## config.mk

```make
export PLATFORM = sky130hd
export DESIGN_NAME = irm_top
export DESIGN_NICKNAME = d
export VERILOG_FILES = /design/src/design/irm_pkg.sv /design/src/design/irm_top.sv
export SDC_FILE = /design/constraint.sdc
export NUM_CORES = 1
export LEC_CHECK = 0
export BUFFER_PORTS_ARGS = -buffer_cell sky130_fd_sc_hd__buf_2
export CAP_MARGIN = 40
export CORE_MARGIN = 8
export CORE_UTILIZATION = 30
export CTS_CLUSTER_DIAMETER = 30
export DETAILED_ROUTE_END_ITERATION = 10
export HOLD_SLACK_MARGIN = 0.05
export SKIP_LAST_GASP = 1
export SLEW_MARGIN = 20
export SYNTH_ARGS = -nofsm -noshare
export SYNTH_HDL_FRONTEND = slang
export SYNTH_SLANG_ARGS = --single-unit
```

## constraint.sdc

```tcl
create_clock -name clk -period 7.5 [get_ports clk]
set_input_delay 0.75 -clock clk [delete_from_list [all_inputs] [get_ports clk]]
set_output_delay 0.75 -clock clk [all_outputs]
set_load 0.02 [all_outputs]
```

## src/design/irm_pkg.sv

```systemverilog
// Package for the ingress rate meter configuration block.
// Holds register numbers, field positions, reset values and command encodings.
package irm_pkg;

	// Register numbers, used directly as the register port address
	localparam logic [15:0] ADDR_ADMIT    = 16'h1849;
	localparam logic [15:0] ADDR_CFG      = 16'h184a;
	localparam logic [15:0] ADDR_CMD      = 16'h184b;
	localparam logic [15:0] ADDR_STATUS   = 16'h184c;
	localparam logic [15:0] ADDR_WR_DATA  = 16'h184d;
	localparam logic [15:0] ADDR_RD_DATA  = 16'h184e;

	// Field layout
	localparam int ADMIT_W      = 3;
	localparam int CFG_EN_BIT   = 0;
	localparam int CFG_MODE_LO  = 1;
	localparam int CFG_MODE_HI  = 2;
	localparam int CMD_IDX_LO   = 0;
	localparam int CMD_IDX_HI   = 4;
	localparam int CMD_TYPE_LO  = 5;
	localparam int CMD_TYPE_HI  = 6;
	localparam int CMD_DIR_BIT  = 7;
	localparam int CMD_W        = 8;
	localparam int STS_PEND_BIT = 0;
	localparam int ENTRY_W      = 16;
	localparam int IDX_W        = 5;
	localparam int PORT_W       = 2;
	localparam int PRIO_W       = 3;

	// Table geometry
	localparam int CIR_ENTRIES   = 24;
	localparam int PRIOS_PER_PORT = 8;

	// Reset values
	localparam logic [ENTRY_W-1:0] CIR_RESET   = 16'h0014;
	localparam logic [ENTRY_W-1:0] BURST_RESET = 16'h0600;
	localparam logic [ENTRY_W-1:0] DATA_RESET  = 16'h0000;
	localparam logic [CMD_W-1:0]   CMD_RESET   = 8'h00;
	localparam logic [31:0]        WORD_ZERO   = 32'h0000_0000;

	// Time per byte unit of a committed rate entry
	localparam int CIR_UNIT_NS = 20;

	// Rate modes
	typedef enum logic [1:0] {
		MODE_PORT_PRIO = 2'h0,
		MODE_PORT      = 2'h1,
		MODE_PRIO      = 2'h2,
		MODE_RSVD      = 2'h3
	} irm_mode_t;

	// Table targets
	typedef enum logic [1:0] {
		TYPE_RSVD = 2'h0,
		TYPE_CIR  = 2'h1,
		TYPE_CBS  = 2'h2,
		TYPE_EBS  = 2'h3
	} irm_type_t;

	// Command sequencer, Gray coded along idle -> busy -> finish
	typedef enum logic [1:0] {
		ST_IDLE   = 2'h0,
		ST_BUSY   = 2'h1,
		ST_FINISH = 2'h3
	} irm_state_t;

endpackage

```

## src/design/irm_top.sv

```systemverilog
// Ingress rate meter configuration: admission of non-member ports, rate mode and
// enable, and the indirect command path to the committed rate and burst table.
// Assumes a simple single-cycle register port and lookup requests on clk.
// Functional notes
// - Admit bit accepts non-member ingress packets
// - Destination VLAN must still be active
// - Admit bits 2..0 serve ports 2..0
// - Mode: port+prio, port, prio, reserved
// - Enable bit turns metering on or off
// - Each command write launches table access
// - Command bit 7: one read, zero write
// - Type selects rate, committed or excess burst
// - Five-bit index picks one of 24 rates
// - Port+prio: eight entries per port, prio 0 lowest
// - Port only: entries 0..2 per port
// - Priority only: entry n serves priority n
// - Pending set during command, cleared after
// - Table entries sixteen bits, indirect only
// - Byte time is value plus one times 20ns
// - Burst entries reset to 0600h
`timescale 1ns/1ps

module irm_top
	import irm_pkg::*;
#(
	parameter int CMD_LAT = 2
) (
	// Clock and reset
	input  wire logic                 clk,
	input  wire logic                 rst,
	// Register port
	input  wire logic [15:0]          reg_addr,
	input  wire logic                 reg_wr,
	input  wire logic                 reg_rd,
	input  wire logic [31:0]          reg_wdata,
	output logic      [31:0]          reg_rdata_r,
	// Admission check
	input  wire logic                 adm_req,
	input  wire logic [PORT_W-1:0]    adm_port,
	input  wire logic                 adm_member,
	input  wire logic                 adm_vlan_active,
	output logic                      adm_valid_r,
	output logic                      adm_accept_r,
	// Meter lookup
	input  wire logic                 mtr_req,
	input  wire logic [PORT_W-1:0]    mtr_port,
	input  wire logic [PRIO_W-1:0]    mtr_prio,
	output logic                      mtr_valid_r,
	output logic      [IDX_W-1:0]     mtr_index_r,
	output logic      [ENTRY_W-1:0]   mtr_rate_r,
	output logic      [ENTRY_W:0]     mtr_byte_time_r,
	// Meter configuration seen by the datapath
	output logic                      mtr_enable_r,
	output logic      [1:0]           mtr_mode_r,
	output logic      [ENTRY_W-1:0]   cbs_r,
	output logic      [ENTRY_W-1:0]   ebs_r,
	output logic                      op_pending_r
);

	localparam int CNT_W = $clog2(CMD_LAT + 1);
	localparam logic [CNT_W-1:0] CNT_LOAD = CNT_W'(CMD_LAT - 1);
	localparam logic [CNT_W-1:0] CNT_ZERO = '0;
	localparam int CHK_MAX = CMD_LAT + 1;

	if (CMD_LAT < 1) begin : g_lat_check
		$error("CMD_LAT must be at least one");
	end

	// Entry index that serves a given port and priority in a given mode
	function automatic logic [IDX_W-1:0] meter_index(input logic [1:0] mode,
			input logic [PORT_W-1:0] port, input logic [PRIO_W-1:0] prio);
		logic [IDX_W-1:0] idx;
		idx = '0;
		unique case (mode)
			MODE_PORT_PRIO: idx = IDX_W'({port, prio});
			MODE_PORT:      idx = IDX_W'(port);
			MODE_PRIO:      idx = IDX_W'(prio);
			MODE_RSVD:      idx = '0;
		endcase
		return idx;
	endfunction

	function automatic logic idx_ok(input logic [IDX_W-1:0] idx);
		return 32'(idx) < CIR_ENTRIES;
	endfunction

	// Register state
	logic [ADMIT_W-1:0]  admit_r,   admit_nxt;
	logic                en_r,      en_nxt;
	logic [1:0]          mode_r,    mode_nxt;
	logic [CMD_W-1:0]    cmd_r,     cmd_nxt;
	logic [ENTRY_W-1:0]  wdata_r,   wdata_nxt;
	logic [ENTRY_W-1:0]  rdata_r,   rdata_nxt;
	logic [31:0]         rd_nxt;
	logic                cmd_wr;

	assign cmd_wr = reg_wr && (reg_addr == ADDR_CMD);

	always_comb begin
		admit_nxt = admit_r;
		en_nxt    = en_r;
		mode_nxt  = mode_r;
		cmd_nxt   = cmd_r;
		wdata_nxt = wdata_r;
		if (reg_wr) begin
			unique case (reg_addr)
				ADDR_ADMIT:   admit_nxt = reg_wdata[ADMIT_W-1:0];
				ADDR_CFG: begin
					en_nxt   = reg_wdata[CFG_EN_BIT];
					mode_nxt = reg_wdata[CFG_MODE_HI:CFG_MODE_LO];
				end
				ADDR_CMD:     cmd_nxt   = reg_wdata[CMD_W-1:0];
				ADDR_WR_DATA: wdata_nxt = reg_wdata[ENTRY_W-1:0];
				default:      ;
			endcase
		end
		rd_nxt = reg_rdata_r;
		if (reg_rd) begin
			unique case (reg_addr)
				ADDR_ADMIT:   rd_nxt = 32'(admit_r);
				ADDR_CFG:     rd_nxt = 32'({mode_r, en_r});
				ADDR_CMD:     rd_nxt = 32'(cmd_r);
				ADDR_STATUS:  rd_nxt = 32'(op_pending_r);
				ADDR_WR_DATA: rd_nxt = 32'(wdata_r);
				ADDR_RD_DATA: rd_nxt = 32'(rdata_r);
				default:      rd_nxt = WORD_ZERO;
			endcase
		end
	end

	always_ff @(posedge clk) begin
		if (rst) begin
			admit_r     <= '0;
			en_r        <= 1'b0;
			mode_r      <= MODE_PORT_PRIO;
			cmd_r       <= CMD_RESET;
			wdata_r     <= DATA_RESET;
			reg_rdata_r <= WORD_ZERO;
		end else begin
			admit_r     <= admit_nxt;
			en_r        <= en_nxt;
			mode_r      <= mode_nxt;
			cmd_r       <= cmd_nxt;
			wdata_r     <= wdata_nxt;
			reg_rdata_r <= rd_nxt;
		end
	end

	// Command sequencer and table; the register port reaches the table only from here, the meter lookup reads it directly
	irm_state_t          st_r,   st_nxt;
	logic [CNT_W-1:0]    cnt_r,  cnt_nxt;
	logic [ENTRY_W-1:0]  cir_r [CIR_ENTRIES];
	logic [ENTRY_W-1:0]  cir_nxt [CIR_ENTRIES];
	logic [ENTRY_W-1:0]  cbs_nxt, ebs_nxt;
	logic [IDX_W-1:0]    cmd_idx;
	logic [1:0]          cmd_type;
	logic                cmd_read;

	assign cmd_idx  = cmd_r[CMD_IDX_HI:CMD_IDX_LO];
	assign cmd_type = cmd_r[CMD_TYPE_HI:CMD_TYPE_LO];
	assign cmd_read = cmd_r[CMD_DIR_BIT];

	always_comb begin
		st_nxt    = st_r;
		cnt_nxt   = cnt_r;
		cir_nxt   = cir_r;
		cbs_nxt   = cbs_r;
		ebs_nxt   = ebs_r;
		rdata_nxt = rdata_r;
		unique case (st_r)
			ST_IDLE: ;
			ST_BUSY: begin
				if (cnt_r == CNT_ZERO)
					st_nxt = ST_FINISH;
				else
					cnt_nxt = cnt_r - 1'b1;
			end
			ST_FINISH: begin
				st_nxt = ST_IDLE;
				if (cmd_read) begin
					unique case (cmd_type)
						TYPE_CIR:  rdata_nxt = idx_ok(cmd_idx) ? cir_r[cmd_idx] : DATA_RESET;
						TYPE_CBS:  rdata_nxt = cbs_r;
						TYPE_EBS:  rdata_nxt = ebs_r;
						TYPE_RSVD: rdata_nxt = DATA_RESET;
					endcase
				end else begin
					unique case (cmd_type)
						TYPE_CIR: begin
							if (idx_ok(cmd_idx))
								cir_nxt[cmd_idx] = wdata_r;
						end
						TYPE_CBS:  cbs_nxt = wdata_r;
						TYPE_EBS:  ebs_nxt = wdata_r;
						TYPE_RSVD: ;
					endcase
				end
			end
			default: st_nxt = ST_IDLE;
		endcase
		// every command write (re)starts the access
		if (cmd_wr) begin
			st_nxt  = ST_BUSY;
			cnt_nxt = CNT_LOAD;
		end
	end

	always_ff @(posedge clk) begin
		if (rst) begin
			st_r         <= ST_IDLE;
			cnt_r        <= '0;
			cbs_r        <= BURST_RESET;
			ebs_r        <= BURST_RESET;
			rdata_r      <= DATA_RESET;
			op_pending_r <= 1'b0;
			for (int i = 0; i < CIR_ENTRIES; i++)
				cir_r[i] <= CIR_RESET;
		end else begin
			st_r         <= st_nxt;
			cnt_r        <= cnt_nxt;
			cbs_r        <= cbs_nxt;
			ebs_r        <= ebs_nxt;
			rdata_r      <= rdata_nxt;
			op_pending_r <= (st_nxt != ST_IDLE);
			cir_r        <= cir_nxt;
		end
	end

	// Admission and meter lookup, one cycle after the request
	logic                adm_acc_nxt;
	logic [IDX_W-1:0]    lk_idx;
	logic [ENTRY_W-1:0]  lk_rate;

	always_comb begin
		// member or admit bit; VLAN must be active
		adm_acc_nxt = adm_req && adm_vlan_active && (adm_member || admit_r[adm_port]);
		lk_idx  = meter_index(mode_r, mtr_port, mtr_prio);
		lk_rate = idx_ok(lk_idx) ? cir_r[lk_idx] : DATA_RESET;
	end

	always_ff @(posedge clk) begin
		if (rst) begin
			adm_valid_r     <= 1'b0;
			adm_accept_r    <= 1'b0;
			mtr_valid_r     <= 1'b0;
			mtr_index_r     <= '0;
			mtr_rate_r      <= DATA_RESET;
			mtr_byte_time_r <= '0;
			mtr_enable_r    <= 1'b0;
			mtr_mode_r      <= MODE_PORT_PRIO;
		end else begin
			adm_valid_r     <= adm_req;
			adm_accept_r    <= adm_acc_nxt;
			mtr_valid_r     <= mtr_req;
			mtr_index_r     <= lk_idx;
			mtr_rate_r      <= lk_rate;
			mtr_byte_time_r <= {1'b0, lk_rate} + 17'h00001;
			mtr_enable_r    <= en_r;
			mtr_mode_r      <= mode_r;
		end
	end
endmodule

```

==> summary.txt <==
Yosys
  • Mapped Area: 26100 um^2
  • Synth top area share: 0.404
  • Async SR Flop Fraction: 0
  • Leading area contributor after synthesis: dfxtp_1
  • Post-synthesis sequential area ratio: 0.404
  • Number of flops mapped to enable cells by yosys: 0
  • Average cell area after synthesis: 8.22 um^2
  • Post-synth cell types: 89
  • Top_reg_cell synth: dfxtp_1
  • Top cells by area, synth: dfxtp_1, nand2_1, mux4_2
  • Yosys reg bits: 527
  • Post-Synthesis Cells: 3177
  • Syn. warnings: 0

Detailed routing
  • DRC violations left: 0
  • Iteration-0 DRC count of the detailed router: roughly 3.3k
  • ANT nets after route: 0
  • Post-DR vias/cell: 5.71
  • WL final: 109000 um
  • TritonRoute pass-1 iters: 8
  • Vias: 25.7k
  • Post-DR wirelength/cell: between 20 and 25 um

Worst setup path
  • CP endpoint kind: flop
  • Crit path max-delay family: simple AND/OR/NAND/NOR gates
  • Setup CP Type: reg -> reg
  • Worst Path Required: 8070 ps
  • Crit path buffers/inverters: 2
  • Worst path cell trace: buf_4 -> nand3b_2 -> nand2_2 -> buf_12 -> a211oi_1 -> a211oi_1 -> or4_1 -> a21oi_2 -> or2_1 -> nor4_1 -> mux2_1
  • Max Fanout on Critical Path: 39
  • Slowest cell on crit path: nand2_2
  • CP peak stage delay: roughly 750 ps
  • Worst EP arrival: slightly below 6000 ps
  • Cell mode on critical path: a211oi_1
  • CP startpoint kind: flop

CTS
  • H-tree lvl count: 3
  • # Post-CTS Setup Buffers: 0
  • CTS sink count: approximately 530
  • Hold-fix buffers, CTS: 0
  • Clock Latency Late Sink: approximately 700 ps
  • TritonCTS buffer count: 114
  • CTS Root Cell: clkbuf_16
  • Buffer depth of the longest clock path: 3
  • Clk slew on worst S/H paths: 50 ps
  • CTS resizes: 0
  • CTS tree: built

Place
  • GPL Wtd Cong: 0.968
  • Port bufs: 139
  • Final HPWL DP: 71700 um

Run status
  • Status: finished clean

Power
  • Tot Pwr: around 8.6 mW
  • Sequential power share: 0.328
  • PD cells: approximately 270 nW/um^2
  • Sw Share: 0.231
  • Psw: 1.99 mW
  • Clock share of power: 0.635
  • Combinational share of power: 0.037
  • Static Leak: 11.2 nW
  • Worst vdd ir: 0.000191 V
  • Int Pwr: 6.61 mW

STA
  • Hold Fails Final Rpt: 0
  • Clk_skew: 47.7 ps
  • Slew @ Worst Pin: 1370 ps
  • Setup-failing EPs final: 0
  • Tcrit/Tclk final: 0.693
  • Final min period: 5200 ps
  • Slew Limit Fails: 0
  • Fmax: between 150 and 200 MHz
  • RSZ-0062 raised after global routing: no
  • Slew headroom: 0.0845
  • Setup TNS: 0 ps

Finish
  • Nets: ~3.3k
  • Fillcell total: 8722
  • Area Growth Syn to Fin: 24.1%
  • Share of layout cells above drive strength 1: 0.203
  • Final core occ: 0.375

Floorplanning
  • Initial cell density of the core: 0.302
  • Die area: 96800 um^2
  • Core ar.: roughly 86000 um^2
  • Rows: 108
  • Die Span Y: 311 um
  • Die W: between 300 and 400 um
  • # IOs: 172

GRT
  • Pin count of the biggest net entering global routing: 230
  • First-pass GRT wire length: between 150000 and 200000 um
  • Tot GR Track Use: 0.213
  • Remaining global-route overflow: 0
  • Vias in the first global route: between 20k and 25k
  • Initial antenna violation count: 6

Hold path
  • Hold Path Class: in -> reg

Job
  • Maximum Capacitance Violations: 0
-- flip-flops by register name, summed over array words and instances (netlist names), 3 cells and up --
signal	flops
admit_r	3
cbs_r	16
cir_r	384
cmd_r	8
ebs_r	16
mtr_byte_time_r	17
mtr_index_r	5
mtr_rate_r	16
rdata_r	16
reg_rdata_r	16
wdata_r	16
-- cell usage after synthesis, types with 5 or more instances --
cell / number
a2111oi_0: 7
a211o_1: 14
a211oi_1: 69
a21oi_1: 452
a222oi_1: 5
a22oi_1: 63
a311oi_1: 9
a31oi_1: 36
a32oi_1: 5
and3_1: 54
buf_1: 13
buf_2: 34
buf_4: 27
buf_6: 10
clkbuf_1: 220
dfxtp_1: 527
inv_1: 9
mux2_2: 39
mux2i_1: 44
mux4_2: 123
nand2_1: 1014
nand2b_1: 7
nand3_1: 35
nand3b_1: 55
nor2_1: 122
nor2b_1: 18
nor3_1: 14
nor4_1: 8
o21ai_0: 26
o22ai_1: 7
or3_1: 5
xnor2_1: 5
-- cell type report --
type | count | area, um^2 | area share
diodes | 3 | 7.51 | 0.000232
clock buffers | 138 | 3070 | 0.0948
clock inverters | 75 | 1120 | 0.0346
inverters | 10 | 37.5 | 0.00116
multi-input cells | 2348 | 14300 | 0.440
flip-flops and latches | 527 | 10600 | 0.326
well taps | 1155 | 1450 | 0.0446
repair buffers | 243 | 1900 | 0.0585
-- metrics by stage --
| step | cells | cell area, um^2 | setup slack [ps] | hold slack [ps] |
|---|---|---|---|---|
| floorplan | 3192 | 26200 | 4150 | 438 |
| CTS | 4488 | 32300 | 2630 | 274 |
| detailed placement | 4275 | 28100 | 2180 | 457 |
| global route | 4496 | 32400 | 2450 | 296 |
| finish | 4499 | 32400 | 2300 | 286 |
| global placement | 4226 | 27400 | 1840 | 449 |
-- power by group through the flow --
stage	clock network [mW]	registers, mW	logic (mW)
3_5_place_dp	0	2.88	0.302
4_1_cts	5.48	2.82	0.303
2_1_floorplan	0	2.89	0.182
3_3_place_gp	0	2.88	0.299
5_1_grt	5.64	2.82	0.323
6_report	5.46	2.82	0.316
-- worst paths after layout --
kind                           from                             end  slack, ps  cells past startpoint
min                         mtr_req          mtr_valid_r$_SDFF_PP0_        290                      2
min reg2reg   cbs_r[7]$_SDFFE_PP0P_           cbs_r[7]$_SDFFE_PP0P_        460                      2
max reg2reg  mode_r[0]$_SDFFE_PP0P_  mtr_byte_time_r[13]$_SDFF_PP0_       2300                     11
max          mode_r[0]$_SDFFE_PP0P_  mtr_byte_time_r[13]$_SDFF_PP0_       2300                     11
-- cells by family (layout without fill, tap and decap cells) --
kind of cell             after synthesis  in the layout  share of synthesized area
AO/OA/AOI/OAI                        729            729                      0.167
XOR/XNOR                               6              6                    0.00201
AND/OR/NAND/NOR                     1385           1385                      0.230
other                                  1             19                   0.000144
flip-flops                           527            527                      0.404
buffers and inverters                317            466                     0.0550
adder cells (fa/ha/maj)                2              2                   0.000958
multiplexers                         210            210                      0.141
-- per-layer routing --
metal,GRT usage,part of all wire,vias up
li1,-,-,11221
met1,0.263,0.38,12352
met2,0.323,0.43,1702
met3,0.0657,0.12,394
met4,0.129,0.067,6
met5,0.00101,0.00035,-
-- cell usage in the layout (no fill, tap or decap), types with 35 or more instances in the layout --
cell type | netlist | final
and3_1 | 54 | 54
a21oi_1 | 452 | 452
nand3b_1 | 55 | 55
buf_2 | 34 | 140
buf_4 | 27 | 45
a31oi_1 | 36 | 36
mux4_2 | 123 | 123
dfxtp_1 | 527 | 520
mux2i_1 | 44 | 44
nand2_1 | 1014 | 1013
a211oi_1 | 69 | 69
nand3_1 | 35 | 35
a22oi_1 | 63 | 63
mux2_2 | 39 | 39
nor2_1 | 122 | 99
clkbuf_16 | 0 | 115
Power figures use the tool's default switching activity.
